===== src/hdl/swx_defs.vh =====
// Constants for the status word and exception entry sequencer.
// Assumes inclusion by bare name from the design files.
`ifndef SWX_DEFS_VH
`define SWX_DEFS_VH
// ==========================================================
// Status word fields
`define SWX_Q_BIT 27
`define SWX_I_BIT 7
`define SWX_F_BIT 6
`define SWX_T_BIT 5
`define SWX_M_HI 4
`define SWX_CTRL_HI 7
// ==========================================================
// Mode encodings
`define SWX_MODE_USR 5'h10
`define SWX_MODE_FIQ 5'h11
`define SWX_MODE_IRQ 5'h12
`define SWX_MODE_SVC 5'h13
`define SWX_MODE_ABT 5'h17
`define SWX_MODE_UND 5'h1b
`define SWX_MODE_SYS 5'h1f
// ==========================================================
// Exception kinds
`define SWX_EXC_NONE 3'h0
`define SWX_EXC_DATA_ABORT 3'h1
`define SWX_EXC_FIQ 3'h2
`define SWX_EXC_IRQ 3'h3
`define SWX_EXC_PREF_ABORT 3'h4
`define SWX_EXC_BREAK 3'h5
`define SWX_EXC_UND 3'h6
`define SWX_EXC_TRAP 3'h7
// ==========================================================
// Link offsets and saved word bank indices
`define SWX_OFS_2 32'h0000_0002
`define SWX_OFS_4 32'h0000_0004
`define SWX_OFS_8 32'h0000_0008
`define SWX_BANK_FIQ 3'h0
`define SWX_BANK_IRQ 3'h1
`define SWX_BANK_SVC 3'h2
`define SWX_BANK_ABT 3'h3
`define SWX_BANK_UND 3'h4
`define SWX_BANK_NONE 3'h7
// ==========================================================
// Sequencer states
`define SWX_ST_RUN 2'h0
`define SWX_ST_LINK 2'h1
`define SWX_ST_SAVE 2'h2
`define SWX_ST_VECT 2'h3
`endif


===== src/hdl/swx_bank_map.v =====
// Maps a mode field to its banked register group and saved word slot.
// Assumes the mode field comes from the current status word or from the mode being entered.
`timescale 1ns/1ps
`include "swx_defs.vh"
module swx_bank_map (
  input wire [4:0] mode_i,
  output reg [2:0] bank_o,
  output reg fiq_bank_o,
  output reg priv_o,
  output reg valid_o
);
  // ==========================================================
  // Decode
  always @* begin
    bank_o = `SWX_BANK_NONE;
    fiq_bank_o = 1'b0;
    priv_o = 1'b1;
    valid_o = 1'b1;
    case (mode_i)
      `SWX_MODE_USR: begin
        priv_o = 1'b0;
      end
      `SWX_MODE_FIQ: begin
        bank_o = `SWX_BANK_FIQ;
        fiq_bank_o = 1'b1;
      end
      `SWX_MODE_IRQ: bank_o = `SWX_BANK_IRQ;
      `SWX_MODE_SVC: bank_o = `SWX_BANK_SVC;
      `SWX_MODE_ABT: bank_o = `SWX_BANK_ABT;
      `SWX_MODE_UND: bank_o = `SWX_BANK_UND;
      `SWX_MODE_SYS: bank_o = `SWX_BANK_NONE;
      default: begin
        // An illegal mode is flagged only; reset or an exception entry restores a valid mode.
        valid_o = 1'b0;
        priv_o = 1'b0;
      end
    endcase
  end
endmodule


===== src/hdl/swx_status_exc.v =====
// Status word holder and exception entry sequencer for a processor core.
// Assumes the pipeline marks instruction boundaries and presents PC values.
// Operation
// - Saturating add, subtract or signed MAC overflow sets the sticky flag.
// - Sticky flag stays set until a status write to the current word or a flag-setting return clears it.
// - Sticky flag is not offered to condition evaluation.
// - Low eight bits are masks, state bit and five-bit mode.
// - Entries update control bits; software writes them only when privileged.
// - Normal interrupt mask set blocks the normal request.
// - Fast interrupt mask set blocks the fast request.
// - State bit is one in compressed set and drives the indicator output.
// - Mode field decodes into seven valid modes.
// - Illegal mode need not recover; only reset restores operation. Here an exception entry also forces a valid mode.
// - Registers are banked per mode; exception modes own a saved word.
// - Simultaneous exceptions are taken one at a time by fixed priority.
// - Software and undefined traps link PC+4 native or PC+2 compressed.
// - Prefetch abort, breakpoint and interrupts link PC+4.
// - Data abort links PC+8.
// - Reset leaves the supervisor link register undefined.
// - Entry saves link, copies status, forces mode, then vectors.
// - Entry may set interrupt masks to stop uncontrolled nesting.
// - Every exception enters in native state; state bit clears at vector.
// - Fast entry sets both masks; others set the normal mask.
// - Flag-setting return to PC copies saved word back to current.
// - Reset release forces supervisor mode, both masks, native state.
`timescale 1ns/1ps
`include "swx_defs.vh"
module swx_status_exc #(
  parameter WORD_W = 32
) (
  input wire CLK_I,
  input wire RST_I,
  input wire BOUNDARY_I,
  input wire [WORD_W-1:0] PC_I,
  input wire FAST_REQUEST_N_I,
  input wire NORMAL_REQUEST_N_I,
  input wire DATA_ABORT_I,
  input wire PREFETCH_ABORT_I,
  input wire BREAKPOINT_INSTR_I,
  input wire UNDEFINED_INSTR_TRAP_I,
  input wire SOFTWARE_TRAP_I,
  input wire SAT_OVERFLOW_I,
  input wire STATUS_WRITE_INSTR_I,
  input wire STATUS_WRITE_SAVED_I,
  input wire [3:0] STATUS_WRITE_MASK_I,
  input wire [WORD_W-1:0] STATUS_WRITE_DATA_I,
  input wire FLAG_RETURN_I,
  input wire STATE_SET_I,
  input wire STATE_VALUE_I,
  output wire [WORD_W-1:0] CURRENT_STATUS_WORD_O,
  output wire [WORD_W-1:0] SAVED_STATUS_WORD_O,
  output wire [3:0] COND_FLAGS_O,
  output wire STATE_INDICATOR_OUT_O,
  output wire [2:0] REG_BANK_O,
  output wire FIQ_BANK_O,
  output wire MODE_VALID_O,
  output wire ENTRY_BUSY_O,
  output reg LINK_WE_O,
  output reg [2:0] LINK_BANK_O,
  output reg [WORD_W-1:0] LINK_DATA_O,
  output reg VECTOR_FETCH_O,
  output reg [2:0] VECTOR_KIND_O
);
  // ==========================================================
  // State
  reg [WORD_W-1:0] cur_q;
  reg [WORD_W-1:0] cur_d;
  reg [WORD_W-1:0] saved_q [0:4];
  reg [1:0] st_q;
  reg [1:0] st_d;
  reg [2:0] exc_q;
  reg [2:0] exc_d;
  reg [WORD_W-1:0] pc_q;
  reg fiq_n_q;
  reg irq_n_q;
  reg [2:0] exc_pick;
  reg [4:0] new_mode;
  reg [2:0] new_bank;
  reg [WORD_W-1:0] link_ofs;
  wire [2:0] bank;
  wire fiq_bank;
  wire priv;
  wire mode_valid;
  wire [2:0] save_bank;
  wire has_saved;
  wire fiq_take;
  wire irq_take;
  integer i;

  swx_bank_map u_map (
    .mode_i(cur_q[`SWX_M_HI:0]),
    .bank_o(bank),
    .fiq_bank_o(fiq_bank),
    .priv_o(priv),
    .valid_o(mode_valid)
  );

  // Second decoder names the saved word slot of the mode being entered.
  swx_bank_map u_new_map (
    .mode_i(new_mode),
    .bank_o(save_bank),
    .fiq_bank_o(),
    .priv_o(),
    .valid_o()
  );

  assign has_saved = (bank != `SWX_BANK_NONE);
  assign CURRENT_STATUS_WORD_O = cur_q;
  assign SAVED_STATUS_WORD_O = has_saved ? saved_q[bank] : {WORD_W{1'b0}};
  // Condition flags exclude the sticky bit so it can never gate execution.
  assign COND_FLAGS_O = cur_q[WORD_W-1:WORD_W-4];
  assign STATE_INDICATOR_OUT_O = cur_q[`SWX_T_BIT];
  assign REG_BANK_O = bank;
  assign FIQ_BANK_O = fiq_bank;
  assign MODE_VALID_O = mode_valid;
  assign ENTRY_BUSY_O = (st_q != `SWX_ST_RUN);

  // ==========================================================
  // Request registers
  always @(posedge CLK_I) begin
    if (RST_I) begin
      // Requests read inactive through reset, so release raises no false entry.
      fiq_n_q <= 1'b1;
      irq_n_q <= 1'b1;
    end else begin
      fiq_n_q <= FAST_REQUEST_N_I;
      irq_n_q <= NORMAL_REQUEST_N_I;
    end
  end

  assign fiq_take = ~fiq_n_q & ~cur_q[`SWX_F_BIT];
  assign irq_take = ~irq_n_q & ~cur_q[`SWX_I_BIT];

  // ==========================================================
  // Priority pick, one exception per boundary
  // The order is fixed, so sources pending together never race for entry.
  always @* begin
    exc_pick = `SWX_EXC_NONE;
    if (DATA_ABORT_I) begin
      exc_pick = `SWX_EXC_DATA_ABORT;
    end else if (fiq_take) begin
      exc_pick = `SWX_EXC_FIQ;
    end else if (irq_take) begin
      exc_pick = `SWX_EXC_IRQ;
    end else if (PREFETCH_ABORT_I) begin
      exc_pick = `SWX_EXC_PREF_ABORT;
    end else if (BREAKPOINT_INSTR_I) begin
      exc_pick = `SWX_EXC_BREAK;
    end else if (UNDEFINED_INSTR_TRAP_I) begin
      exc_pick = `SWX_EXC_UND;
    end else if (SOFTWARE_TRAP_I) begin
      exc_pick = `SWX_EXC_TRAP;
    end
  end

  // ==========================================================
  // Target mode and link offset of the exception in progress
  // Breakpoints are handled as prefetch aborts and share the abort mode.
  always @* begin
    case (exc_q)
      `SWX_EXC_FIQ: new_mode = `SWX_MODE_FIQ;
      `SWX_EXC_IRQ: new_mode = `SWX_MODE_IRQ;
      `SWX_EXC_DATA_ABORT: new_mode = `SWX_MODE_ABT;
      `SWX_EXC_PREF_ABORT: new_mode = `SWX_MODE_ABT;
      `SWX_EXC_BREAK: new_mode = `SWX_MODE_ABT;
      `SWX_EXC_UND: new_mode = `SWX_MODE_UND;
      `SWX_EXC_TRAP: new_mode = `SWX_MODE_SVC;
      default: new_mode = `SWX_MODE_SVC;
    endcase
    new_bank = save_bank;
    case (exc_q)
      `SWX_EXC_DATA_ABORT: link_ofs = `SWX_OFS_8;
      `SWX_EXC_UND, `SWX_EXC_TRAP: begin
        link_ofs = cur_q[`SWX_T_BIT] ? `SWX_OFS_2 : `SWX_OFS_4;
      end
      default: link_ofs = `SWX_OFS_4;
    endcase
  end

  // ==========================================================
  // Entry sequencer
  // One state per step keeps link, save and vector writes in their fixed order.
  always @* begin
    st_d = st_q;
    exc_d = exc_q;
    case (st_q)
      `SWX_ST_RUN: begin
        if (BOUNDARY_I && exc_pick != `SWX_EXC_NONE) begin
          st_d = `SWX_ST_LINK;
          exc_d = exc_pick;
        end
      end
      `SWX_ST_LINK: st_d = `SWX_ST_SAVE;
      `SWX_ST_SAVE: st_d = `SWX_ST_VECT;
      `SWX_ST_VECT: begin
        st_d = `SWX_ST_RUN;
        exc_d = `SWX_EXC_NONE;
      end
      default: st_d = `SWX_ST_RUN;
    endcase
  end

  // ==========================================================
  // Current status word update
  always @* begin
    cur_d = cur_q;
    // Status writes and returns are refused while an entry is in flight.
    if (st_q == `SWX_ST_RUN) begin
      if (FLAG_RETURN_I && has_saved) begin
        cur_d = saved_q[bank];
      end else if (STATUS_WRITE_INSTR_I && !STATUS_WRITE_SAVED_I) begin
        // Reserved bits ride along with the fields and steer nothing.
        if (STATUS_WRITE_MASK_I[3]) begin
          cur_d[WORD_W-1:24] = STATUS_WRITE_DATA_I[WORD_W-1:24];
        end
        if (STATUS_WRITE_MASK_I[2]) begin
          cur_d[23:16] = STATUS_WRITE_DATA_I[23:16];
        end
        if (STATUS_WRITE_MASK_I[1]) begin
          cur_d[15:8] = STATUS_WRITE_DATA_I[15:8];
        end
        // Control byte writes from an unprivileged mode are dropped, not faulted.
        if (STATUS_WRITE_MASK_I[0] && priv) begin
          cur_d[`SWX_CTRL_HI:0] = STATUS_WRITE_DATA_I[`SWX_CTRL_HI:0];
        end
      end else if (STATE_SET_I) begin
        cur_d[`SWX_T_BIT] = STATE_VALUE_I;
      end
    end else if (st_q == `SWX_ST_SAVE) begin
      cur_d[`SWX_M_HI:0] = new_mode;
      cur_d[`SWX_I_BIT] = 1'b1;
      if (exc_q == `SWX_EXC_FIQ) begin
        cur_d[`SWX_F_BIT] = 1'b1;
      end
    end else if (st_q == `SWX_ST_VECT) begin
      cur_d[`SWX_T_BIT] = 1'b0;
    end
    // Overflow lands in every state and wins over a clear, so no event is lost.
    if (SAT_OVERFLOW_I) begin
      cur_d[`SWX_Q_BIT] = 1'b1;
    end
  end

  always @(posedge CLK_I) begin
    if (RST_I) begin
      cur_q <= {WORD_W{1'b0}};
      cur_q[`SWX_M_HI:0] <= `SWX_MODE_SVC;
      cur_q[`SWX_I_BIT] <= 1'b1;
      cur_q[`SWX_F_BIT] <= 1'b1;
      st_q <= `SWX_ST_RUN;
      exc_q <= `SWX_EXC_NONE;
      pc_q <= {WORD_W{1'b0}};
    end else begin
      cur_q <= cur_d;
      st_q <= st_d;
      exc_q <= exc_d;
      if (st_q == `SWX_ST_RUN) begin
        pc_q <= PC_I;
      end
    end
  end

  // ==========================================================
  // Saved status words; not reset, contents undefined until written
  always @(posedge CLK_I) begin
    if (st_q == `SWX_ST_SAVE) begin
      saved_q[new_bank] <= cur_q;
    end else if (st_q == `SWX_ST_RUN && STATUS_WRITE_INSTR_I && STATUS_WRITE_SAVED_I
                 && has_saved) begin
      for (i = 0; i < 4; i = i + 1) begin
        if (STATUS_WRITE_MASK_I[i]) begin
          saved_q[bank][i*8 +: 8] <= STATUS_WRITE_DATA_I[i*8 +: 8];
        end
      end
    end
  end

  // ==========================================================
  // Link write and vector fetch strobes
  // Link data holds between writes; only the strobe says when it is valid.
  always @(posedge CLK_I) begin
    if (RST_I) begin
      // No link write at reset, so the supervisor link keeps no value.
      LINK_WE_O <= 1'b0;
      LINK_BANK_O <= `SWX_BANK_NONE;
      LINK_DATA_O <= {WORD_W{1'b0}};
      VECTOR_FETCH_O <= 1'b1;
      VECTOR_KIND_O <= `SWX_EXC_NONE;
    end else begin
      LINK_WE_O <= (st_q == `SWX_ST_LINK);
      LINK_BANK_O <= new_bank;
      if (st_q == `SWX_ST_LINK) begin
        LINK_DATA_O <= pc_q + link_ofs;
      end
      VECTOR_FETCH_O <= (st_q == `SWX_ST_VECT);
      VECTOR_KIND_O <= exc_q;
    end
  end
endmodule


===== config.mk =====
export PLATFORM = sky130hd
export DESIGN_NAME = swx_status_exc
export DESIGN_NICKNAME = d
export VERILOG_FILES = /design/src/hdl/swx_bank_map.v /design/src/hdl/swx_status_exc.v
export VERILOG_INCLUDE_DIRS = /design/src /design/src/hdl
export SDC_FILE = /design/constraint.sdc
export NUM_CORES = 1
export LEC_CHECK = 0
export BUFFER_PORTS_ARGS = -buffer_cell sky130_fd_sc_hd__buf_2
export CORE_ASPECT_RATIO = 1.75
export CORE_MARGIN = 3
export CORE_UTILIZATION = 40
export CTS_CLUSTER_SIZE = 10
export DETAILED_ROUTE_END_ITERATION = 7
export PLACE_DENSITY = 0.61
export SLEW_MARGIN = 20
export SYNTH_ARGS = -nofsm -noshare
export SYNTH_HDL_FRONTEND = slang
export SYNTH_SLANG_ARGS = --single-unit
export TNS_END_PERCENT = 100

===== constraint.sdc =====
create_clock -name CLK_I -period 3.7 [get_ports CLK_I]
set_input_delay 0.74 -clock CLK_I [delete_from_list [all_inputs] [get_ports CLK_I]]
set_output_delay 0.74 -clock CLK_I [all_outputs]
set_load 0.1 [all_outputs]

* Yosys cells after proc, flatten, opt, wreduce, memory -nomap -nowiden
Memories as Yosys holds them, arrays and structs flattened.
Index checks and enable logic that the tools add are counted.
W data, S select, Z words.
** Storage, ports and cells
- Bits in registers :: 111
- Latch bits :: 0
- Bits in writable memories :: 160
- Memory bits (read-only) :: 0
- Input port bits :: 84
- Output and inout bits :: 115
- Logic and storage cells :: 146
- Memories kept :: 1
** Memories
- saved_q :: words 5, width 32, rd ports 1, clocked after Yosys merged registers in 0, wr ports 1, RTL line swx_status_exc.v:68 : reg [WORD_W-1:0] saved_q [0:4];
** Cells by class
- $add $sub $neg :: 1
- Multipliers :: 0
- Div/mod/pow operators :: 0
- Magnitude comparators :: 0
- Equality and inequality tests :: 29
- Shift operators :: 0
- Multiplexer cells :: 58
- Bitwise gates (word level) :: 6
- Reduce and logical (&&, ||, !) cells :: 34
** Operator list (count)
- $mux W32 :: 3
- $eq A5 B5 Y1 const B :: 12
- $mux W8 :: 5
- $add A32 B32 Y32 :: 1
- $reduce_or A32 Y1 :: 1
- $mux W3 :: 10
- $pmux W3 S5 :: 2
- $mux W1 :: 27
- $mux W26 :: 1
- $mux W20 :: 1
- $reduce_bool A2 Y1 :: 9
- $pmux W4 S4 :: 1
- $reduce_and A3 Y1 :: 5
- $eq A3 B3 Y1 const B :: 4
- $mux W5 :: 2
- $reduce_bool A3 Y1 :: 3
- $pmux W2 S4 :: 1
- $pmux W4 S2 :: 1
- $reduce_and A4 Y1 :: 2
- $logic_and A1 B1 Y1 :: 7
- $reduce_or A7 Y1 :: 1
- $eq A3 B2 Y1 const B :: 2
- $ne A3 B1 Y1 const B :: 2
- $pmux W3 S2 :: 1
- other kinds (17) :: 24

* Logic depth before layout (Yosys ltp)
Gate-level depths: netlist of the first run.
- Depth in word-level cells :: 11
- Depth in mapped cells :: 11
- Gate-level depth less buffers :: 9

* Modules after synthesis
From an unflattened synthesis of the first run, not the netlist that was laid out.
** Second synthesis, totals
- Cell total of the unflattened synthesis :: 982
- Area total of the unflattened synthesis :: 11947.7 µm²
** By module, submodules not included
- swx_status_exc :: times used 1, cells each 946, area each 11737.5 µm², sequential area each 7026.7 µm²
- swx_bank_map :: times used 2, cells each 18, area each 105.1 µm², sequential area each 0.0 µm²

* Worst setup path after synthesis of the first run
OpenSTA, ideal clock, no wires.
- Path type :: reg2out
- From :: register cur_q[2], in the netlist CURRENT_STATUS_WORD_O[2]
- To :: output port SAVED_STATUS_WORD_O[20]
- Data arrival time :: 4.801 ns
- Required time :: 2.960 ns
- Setup slack :: -1.841 ns
- Stages on the path, launching flop included :: 12
- Cells stage by stage :: dfxtp_1 > buf_2 > nor2b_1 > and3_1 > buf_4 > inv_2 > buf_2 > buf_2 > nand2_1 > nand3_1 > o21ai_0 > nor3_1
** On the way
- Cells in the longest elaborated chain, start to end :: 4
** Ends and longest elaborated chain
- start: declaration :: RTL line swx_status_exc.v:66 : reg [WORD_W-1:0] cur_q;
- start signal: assignment :: RTL line swx_status_exc.v:246 : cur_q <= {WORD_W{1'b0}};
- start signal: indexed assignment :: RTL line swx_status_exc.v:247 : cur_q[`SWX_M_HI:0] <= `SWX_MODE_SVC;
- start signal: assignment :: RTL line swx_status_exc.v:254 : cur_q <= cur_d;
- $eq A5 B5 Y1 :: RTL line swx_bank_map.v:19 : case (mode_i)
- $pmux W3 S5 (*) :: RTL line swx_bank_map.v:19
- named net REG_BANK_O[0] :: RTL line swx_status_exc.v:54 : output wire [2:0] REG_BANK_O,
- $mem_v2 Z5 W32 or $ne A3 B3 Y1 (tied branches)
- $mux W32 (*) :: RTL line swx_status_exc.v:109 : assign SAVED_STATUS_WORD_O = has_saved ? saved_q[bank] : {WORD_W{1'b0}};
- end: declaration :: RTL line swx_status_exc.v:51 : output wire [WORD_W-1:0] SAVED_STATUS_WORD_O,
Mark *: on every way through the listed nets, which the timed path passes. The rest lies on a longest branch.

* Worst setup path after layout of the first run
- From :: register cur_q[0], in the netlist CURRENT_STATUS_WORD_O[0]
- To :: output port SAVED_STATUS_WORD_O[23]
** On the way
- Cells in the longest elaborated chain, start to end :: 4
** Ends and longest elaborated chain (RTL line)
- $eq A5 B5 Y1 :: swx_bank_map.v:19
- $pmux W3 S5 (*) :: swx_bank_map.v:19
- $mem_v2 Z5 W32 or $ne A3 B3 Y1 (tied branches)
- $mux W32 (*) :: swx_status_exc.v:109
Every way passes the cells marked *; elsewhere a longest branch is shown, timed or not.

==> impl_metrics.env, run 1 <==
export IMPL_hold_viol=0
export IMPL_clockRootBuffer="clkbuf_16"
export IMPL_cts_buffers_inserted=31
export IMPL_status="complete, no violations"
export IMPL_finClkSkew_ns=0.0335
export IMPL_routedWlPerCell_um=20.2
export IMPL_postRouteAntennaNets=0
export IMPL_grt_pass1_wl_um=52400
export IMPL_yosys_area_top_type_share=0.396
export IMPL_cts_sinks=271
export IMPL_min_period_ns=3.55
export IMPL_setup_viol=0
export IMPL_netlist_instances=1109
export IMPL_fp_dieH_um=236
export IMPL_slew_headroom=0.287
export IMPL_synth_area_top_cells="edfxtp_1 (40%), dfxtp_1 (18%), nor2_1 (4.1%)"
export IMPL_die_w_um=138
export IMPL_crit_buf_inv=2
export IMPL_coreArea_mm2=0.0296
export IMPL_fin_crit_sh=0.961
export IMPL_ys_flop_type="edfxtp_1"
export IMPL_io_buffers=198
export IMPL_synth_edff_count=160
export IMPL_syn_to_final_growth_pct=22.0
export IMPL_boundaryPins=199
export IMPL_endpoint_kind="primary output"
export IMPL_cts_resized=2
export IMPL_critPathLaunch="CURRENT_STATUS_WORD_O[0]"
export IMPL_fillers=2737
export IMPL_worst_pin_slew_ns=1.07
export IMPL_grt_pass1_vias=9237
export IMPL_nets=1388
export IMPL_seqCellArea_mm2=0.00704
export IMPL_busiest_layer="met2"
export IMPL_worstPathRequired_ns=2.96
export IMPL_vias=9166
export IMPL_ys_types=62
export IMPL_hold_buffers=0
export IMPL_crit_family="buffers and inverters"
export IMPL_viasPerCell=5.39
export IMPL_clock_latency_ns=0.58
export IMPL_crit_path_cell_trace="maj3_1 -> and2_2 -> buf_4 -> o21ai_0 -> nor3_4 -> buf_2"
export IMPL_post_cts_buffers=0
export IMPL_grt_max_degree=49
export IMPL_routabilityCongestion=0.852
export IMPL_r2r_start="CURRENT_STATUS_WORD_O[0]"
export IMPL_use_met1=0.233
export IMPL_timing_final_max_slew_violations=0
export IMPL_drive_gt1_frac=0.291
export IMPL_clockBufferDepth=3
export IMPL_clkSlewWorstSetupHoldPaths_ns=0.06
export IMPL_grt_usage=0.208
export IMPL_synth_async_reset_ratio=0
export IMPL_ys_ff_latch=271
export IMPL_rsz0062_at_grt="true"
export IMPL_setup_ws_ns=0.146
export IMPL_worst_path_max_fanout=27
export IMPL_overflow=0
export IMPL_hold_start="FAST_REQUEST_N_I"
export IMPL_synth_nets=1201
export IMPL_global_route_usage_met2=0.378
export IMPL_ys_seq_area_frac=0.579
export IMPL_post_place_ws_ns=0.477
export IMPL_dr_first_iter_drc_count=448
export IMPL_dr_pass1_iters=5
export IMPL_hpwl_um=24200
export IMPL_use_met3=0.0551
export IMPL_maxCapViolCount=0
export IMPL_fp_dieArea_mm2=0.0325
export IMPL_rows=83
export IMPL_min_path_type="in2reg"
export IMPL_multi_input_area_mm2=0.00500
export IMPL_crit_path_top_delay_cell="dfxtp_2"
export IMPL_fmax_mhz=281
export IMPL_netlist_area_mm2=0.0121
export IMPL_start_util=0.410
export IMPL_arrival_ns=2.81
export IMPL_cts_tree="built"
export IMPL_avgSynthCellArea_um2=10.9
export IMPL_antenna_found_initial=9
export IMPL_startpoint_type="register"
export IMPL_ctsHtreeMaxLevel=1
export IMPL_ys_warn_count=0
export IMPL_worstSetupPathType="reg2out"
export IMPL_remaining_drc_errors=0
export IMPL_drt_total_wl_um=34300
export IMPL_max_stage_delay_ns=0.48
export IMPL_yosysTopAreaCell="edfxtp_1"
==> synth_stat cells (all sizes together) (4+ instances only) <==
cell and number:
edfxtp 160, a21oi 26, and2 5, a211oi 42
nand2b 6, o2111ai 4, xor2 20, mux2 46
nor3b 4, nand3 36, and3 31, nor2 135
dfxtp 111, nand4 7, nor2b 9, xnor2 7
or2 7, o22ai 9, nor3 37, nand2 118
ha 7, a21o 6, o21ai 44, or3 10
o211ai 19, mux2i 42, inv 14, a31oi 28
a221oi 7, buf 30, clkbuf 50
==> logic make-up (layout without fill, tap and decap cells) <==
family | Yosys count | after routing | share of synthesized area
AOI/OAI and AO/OA | 205 | 205 | 0.112
xor gates and xnor gates | 27 | 27 | 0.0195
adders and majority gates | 9 | 9 | 0.00969
buffers and inverters | 95 | 303 | 0.0359
DFF | 271 | 271 | 0.579
muxes | 88 | 88 | 0.0872
other | 0 | 2 | 0
and+or+nand+nor | 414 | 414 | 0.157
==> through the flow <==
stage	instance area [um2]	TNS, ns	std cells	utilization	hold slack (ns)
3_3_place_gp	13800	0	1645	0.466	0.470
2_1_floorplan	12400	-0.0965	1109	-	0.460
5_1_grt	14800	-0.0332	1699	0.500	0.339
6_report	14800	0	1701	0.500	0.349
4_1_cts	14700	0	1699	0.497	0.324
3_5_place_dp	13800	0	1645	0.466	0.476
==> cell usage in the layout, fill, tap and decap left out, types with 19 or more instances in the layout <==
cell,Yosys,layout
mux2i_1,42,42
clkbuf_16,0,31
and3_1,31,30
buf_2,12,181
xor2_1,20,20
o21ai_0,43,42
a31oi_1,28,28
clkbuf_1,50,20
a211oi_1,42,33
edfxtp_1,160,160
a21oi_1,26,25
nand2_1,117,117
mux2_4,32,32
nand3_1,36,36
nor2_1,134,125
o211ai_1,19,19
dfxtp_1,111,106
buf_4,7,38
==> state kept, by name (all words and copies together), names as in the netlist <==
signal                 flops
CURRENT_STATUS_WORD_O     32
LINK_BANK_O                3
LINK_DATA_O               32
LINK_WE_O                  1
VECTOR_FETCH_O             1
VECTOR_KIND_O              3
exc_q                      3
fiq_n_q                    1
irq_n_q                    1
pc_q                      32
saved_q                  160
st_q                       2
==> path summary, 6_finish.rpt <==
| check | to | slack [ns] | cells after the start |
|---|---|---|---|
| worst max-delay path | SAVED_STATUS_WORD_O[23] | 0.15 | 6 |
| worst min-delay path | fiq_n_q | 0.35 | 2 |
| worst max register to register | saved_q[0][23] | 0.59 | 6 |
| worst min register to register | LINK_DATA_O[10] | 0.48 | 2 |
==> worst reg2reg max path, delay by kind of cell (launching register included) <==
family | cells | cell delay, ns
AOI/OAI and AO/OA | 1 | 0.21
DFF | 1 | 0.48
muxes | 1 | 0.27
and+or+nand+nor | 4 | 1.74
==> final cells by class <==
type | instances | area share
diodes | 2 | 0.000338
clock buffers | 52 | 0.0584
clock inverters | 2 | 0.00262
inverters | 15 | 0.00397
multi-input cells | 743 | 0.338
flip-flops and latches | 271 | 0.475
well taps | 382 | 0.0323
repair buffers | 234 | 0.0894
==> routing by layer <==
layer	share of wire	vias up
met5	0.0027	-
met4	0.028	14
met3	0.068	74
met2	0.53	236
met1	0.37	4432
li1	-	4410
Power of run 1 is left out: the tool's default activity adds up to more than one toggle a clock period on the data nets, which glitch-free logic cannot reach.
==> run 2, diff against run 1 <==
- PLACE_DENSITY: 0.61 -> 0.67
==> impl_metrics.env, run 2 (synthesis results as in run 1) <==
export IMPL_finClkSkew_ns=0.0218
export IMPL_syn_to_final_growth_pct=21.4
export IMPL_min_period_ns=3.57
export IMPL_drive_gt1_frac=0.282
export IMPL_largest_reg_flops=160
export IMPL_die_w_um=138
export IMPL_post_place_ws_ns=0.612
export IMPL_grt_max_degree=61
export IMPL_hold_viol=0
export IMPL_crit_path_cell_trace="and2_1 -> nand2_2 -> a21bo_4 -> buf_4 -> nor3_2 -> buf_2"
export IMPL_cts_tree="built"
export IMPL_overflow=0
export IMPL_cts_buffers_inserted=31
export IMPL_cts_sinks=271
export IMPL_crit_path_top_delay_cell="dfxtp_2"
export IMPL_endpoint_kind="primary output"
export IMPL_maxCapViolCount=0
export IMPL_clockBufferDepth=3
export IMPL_postRouteAntennaNets=0
export IMPL_setup_ws_ns=0.131
export IMPL_critPathLaunch="CURRENT_STATUS_WORD_O[0]"
export IMPL_fmax_mhz=280
export IMPL_fin_crit_sh=0.965
export IMPL_startpoint_type="register"
export IMPL_fillers=2693
export IMPL_vias=9169
export IMPL_arrival_ns=2.83
export IMPL_ctsHtreeMaxLevel=1
export IMPL_r2r_start="CURRENT_STATUS_WORD_O[0]"
export IMPL_final_common_cell="buf_2"
export IMPL_grt_usage=0.198
export IMPL_drt_total_wl_um=32600
export IMPL_nets=1389
export IMPL_r2r_cells=8
export IMPL_worstHoldPathCells=2
export IMPL_grt_pass1_vias=9166
export IMPL_worst_path_max_fanout=33
export IMPL_rows=83
export IMPL_slew_headroom=0.375
export IMPL_worstPathRequired_ns=2.96
export IMPL_max_stage_delay_ns=0.50
export IMPL_timing_final_max_slew_violations=0
export IMPL_whs_ns=0.370
export IMPL_clockRootBuffer="clkbuf_16"
export IMPL_boundaryPins=199
export IMPL_multi_input_area_mm2=0.00496
export IMPL_final_cell_mix="buf_2 (196), edfxtp_1 (160), nor2_1 (126)"
export IMPL_remaining_drc_errors=0
export IMPL_coreArea_mm2=0.0296
export IMPL_hold_start="NORMAL_REQUEST_N_I"
export IMPL_worstSetupPathType="reg2out"
export IMPL_hpwl_um=23900
export IMPL_clkSlewWorstSetupHoldPaths_ns=0.06
export IMPL_crit_family="buffers and inverters"
export IMPL_top_register="saved_q"
export IMPL_min_path_type="in2reg"
export IMPL_dr_first_iter_drc_count=500
export IMPL_fp_dieH_um=236
export IMPL_fin_util=0.498
export IMPL_seqCellArea_mm2=0.00704
export IMPL_routedWlPerCell_um=19.2
export IMPL_io_buffers=198
export IMPL_rrSetupSlack_ns=0.57
export IMPL_clock_latency_ns=0.56
export IMPL_crit_buf_inv=2
export IMPL_dr_pass1_iters=5
export IMPL_routabilityCongestion=0.830
export IMPL_viasPerCell=5.39
export IMPL_worst_pin_slew_ns=0.937
export IMPL_antenna_found_initial=7
export IMPL_status="complete, no violations"
export IMPL_grt_pass1_wl_um=50300
export IMPL_cp_depth=6
export IMPL_start_util=0.410
export IMPL_setup_viol=0
export IMPL_rsz0062_at_grt="false"
export IMPL_fp_dieArea_mm2=0.0325
## run 2: cell count changes in the layout (fill, tap and decap cells not counted), moves of 2 or more
cell	previous run	this run
buf_2	181	196
a211oi_2	9	1
buf_4	38	36
buf_6	2	0
a211oi_1	33	41
clkbuf_4	12	2
## run 2: through the flow
stage | setup TNS, ns | area (um2) | std cells
floorplan | -0.0965 | 12400 | 1109
global placement | 0 | 13800 | 1644
detailed placement | 0 | 13800 | 1644
CTS | 0 | 14700 | 1699
global route | 0 | 14700 | 1701
finish | 0 | 14700 | 1702
## run 2: worst paths after layout
check | end
worst max register to register | saved_q[4][3]
worst min register to register | LINK_DATA_O[6]
worst max-delay path | SAVED_STATUS_WORD_O[24]
worst min-delay path | irq_n_q
## run 2: worst register-to-register path, cell delays in order, from the launching register on
cell and delay [ns]:
dfxtp_2 0.50, and2_1 0.22, nand2_2 0.09, a21bo_4 0.21, or4_4 0.67, buf_4 0.37
mux2_4 0.40, nor2_1 0.17, buf_4 0.21
## run 2: routing by layer
| layer | GRT usage | vias to the layer above | share of wire |
|---|---|---|---|
| met3 | 0.0504 | 61 | 0.072 |
| met1 | 0.223 | 4390 | 0.37 |
| met5 | 0 | - | 0.0020 |
| met2 | 0.358 | 280 | 0.53 |
| li1 | - | 4426 | - |
| met4 | 0.0633 | 12 | 0.026 |
## run 2: cell type report
| class | instances | share of cell area |
|---|---|---|
| tap | 382 | 0.0324 |
| sequential | 271 | 0.478 |
| antenna | 1 | 0.000170 |
| clock inverter | 2 | 0.00263 |
| multi-input combinational | 743 | 0.336 |
| timing repair buffer | 235 | 0.0873 |
| clock buffer | 53 | 0.0596 |
| inverter | 15 | 0.00382 |
## run 2: timing repair
action                     CTS  global route
hold buffers                 0             0
buffers inserted             0             2
setup endpoints to repair    0             4
resized for setup            0             3
Power of run 2 is left out for the same reason.
==> run 3, diff against run 2 <==
--- a/constraint.sdc
+++ b/constraint.sdc
@@ -3,2 +3,2 @@
 set_output_delay 0.74 -clock CLK_I [all_outputs]
-set_load 0.1 [all_outputs]
+set_load 0.02 [all_outputs]
==> impl_metrics.env, run 3 (synthesis results as in run 1) <==
export IMPL_arrival_ns=2.79
export IMPL_syn_to_final_growth_pct=19.0
export IMPL_top_register="saved_q"
export IMPL_largest_reg_flops=160
export IMPL_setup_viol=0
export IMPL_viasPerCell=5.45
export IMPL_p_leak_nw=5.83
export IMPL_ctsHtreeMaxLevel=1
export IMPL_post_dp_cell_area_mm2=0.0135
export IMPL_startpoint_type="register"
export IMPL_worst_pin_slew_ns=1.00
export IMPL_grt_pass1_wl_um=52100
export IMPL_maxCapViolCount=0
export IMPL_grt_pass1_vias=9418
export IMPL_final_cell_mix="buf_2 (198), edfxtp_1 (160), nor2_1 (134)"
export IMPL_hpwl_um=23800
export IMPL_rsz0062_at_grt="false"
export IMPL_nets=1391
export IMPL_cts_buffers_inserted=31
export IMPL_worstPathRequired_ns=2.96
export IMPL_drt_total_wl_um=33800
export IMPL_grt_max_degree=89
export IMPL_worst_path_max_fanout=12
export IMPL_fp_dieH_um=236
export IMPL_r2r_cells=7
export IMPL_routedWlPerCell_um=19.9
export IMPL_overflow=0
export IMPL_rrSetupSlack_ns=0.67
export IMPL_hold_start="FAST_REQUEST_N_I"
export IMPL_fin_crit_sh=0.953
export IMPL_setup_ws_ns=0.173
export IMPL_die_w_um=138
export IMPL_fin_area_mm2=0.0144
export IMPL_drive_gt1_frac=0.255
export IMPL_boundaryPins=199
export IMPL_final_common_cell="buf_2"
export IMPL_powerDensity_mw_per_mm2=994
export IMPL_clockBufferDepth=3
export IMPL_grt_usage=0.205
export IMPL_hold_buffers=0
export IMPL_slew_headroom=0.331
export IMPL_min_period_ns=3.53
export IMPL_finClkSkew_ns=0.0134
export IMPL_fp_dieArea_mm2=0.0325
export IMPL_clockRootBuffer="clkbuf_16"
export IMPL_hold_viol=0
export IMPL_fmax_mhz=284
export IMPL_endpoint_kind="primary output"
export IMPL_r2r_end="saved_q[3][16]"
export IMPL_finalPower_w=0.0144
export IMPL_cts_sinks=271
export IMPL_start_util=0.410
export IMPL_tns_ns=0
export IMPL_dr_pass1_iters=5
export IMPL_clock_latency_ns=0.55
export IMPL_dr_first_iter_drc_count=652
export IMPL_remaining_drc_errors=0
export IMPL_clkSlewWorstSetupHoldPaths_ns=0.05
export IMPL_antenna_found_initial=5
export IMPL_r2r_start="CURRENT_STATUS_WORD_O[0]"
export IMPL_min_path_type="in2reg"
export IMPL_rows=83
export IMPL_worstHoldPathCells=2
export IMPL_timing_final_max_slew_violations=0
export IMPL_status="complete, no violations"
export IMPL_coreArea_mm2=0.0296
export IMPL_cts_tree="built"
export IMPL_peakVddDrop_mv=0.449
export IMPL_diodes=0
export IMPL_routabilityCongestion=0.915
export IMPL_whs_ns=0.369
export IMPL_io_buffers=198
export IMPL_postRouteAntennaNets=0
export IMPL_vias=9277
export IMPL_post_place_ws_ns=0.623
export IMPL_holdPathEnd="fiq_n_q"
export IMPL_worstSetupPathType="reg2out"
run 3: changes by cell type in the layout (fill, tap and decap cells not counted), sizes merged:
cell	before	now
buf	233	237
bufinv	1	0
clkbuf	55	53
clkinv	1	2
diode	1	0
inv	15	14
run 3: where the power goes:
group          switching (W)  internal (W)  total (W)
clock network        0.00114       0.00158    0.00273
registers           0.000408       0.00414    0.00455
logic                0.00461       0.00247    0.00708
total                0.00616       0.00820     0.0144
run 3: worst max path at each step:
stage                                  start                 endpoint  depth (start not counted)
finish              CURRENT_STATUS_WORD_O[0]   SAVED_STATUS_WORD_O[9]                          8
global route        CURRENT_STATUS_WORD_O[0]  SAVED_STATUS_WORD_O[14]                          8
CTS                 CURRENT_STATUS_WORD_O[2]   SAVED_STATUS_WORD_O[9]                          9
detailed placement  CURRENT_STATUS_WORD_O[2]   SAVED_STATUS_WORD_O[9]                          9
global placement    CURRENT_STATUS_WORD_O[2]   SAVED_STATUS_WORD_O[5]                          7
floorplan           CURRENT_STATUS_WORD_O[2]  SAVED_STATUS_WORD_O[17]                         11
run 3: critical path, cell delays in order, from the launching register on:
cell	delay (ns)
dfxtp_1	0.51
buf_4	0.22
nand2b_1	0.09
a21oi_2	0.57
buf_4	0.33
nand3_1	0.11
o21ai_0	0.09
nor3_1	0.11
buf_2	0.20
run 3: final cells by class:
class	count	area [um2]
fill	2718	15200
multi-input combinational	743	4680
timing repair buffer	237	1310
inverter	15	56.3
sequential	271	7030
clock buffer	53	878
clock inverter	1	5.00
tap	382	478
run 3: metal layers:
layer,share of wire,track usage,up-vias
met4,0.040,0.0857,10
met3,0.087,0.0542,92
met1,0.36,0.231,4386
met5,0.0013,0,-
li1,-,-,4418
met2,0.51,0.361,371
run 3: stage by stage:
| stage | util | instances |
|---|---|---|
| 6_report | 0.488 | 1702 |
| 5_1_grt | 0.488 | 1702 |
| 4_1_cts | 0.488 | 1701 |
| 3_5_place_dp | 0.458 | 1647 |
| 3_3_place_gp | 0.458 | 1647 |
| 2_1_floorplan | - | 1109 |
run 3: what timing repair did:
| action | CTS | global route |
|---|---|---|
| gates resized for setup | 0 | 2 |
| setup endpoints to repair | 0 | 3 |
| setup buffers | 0 | 1 |
Note: power is estimated with default switching activity, not from simulation.
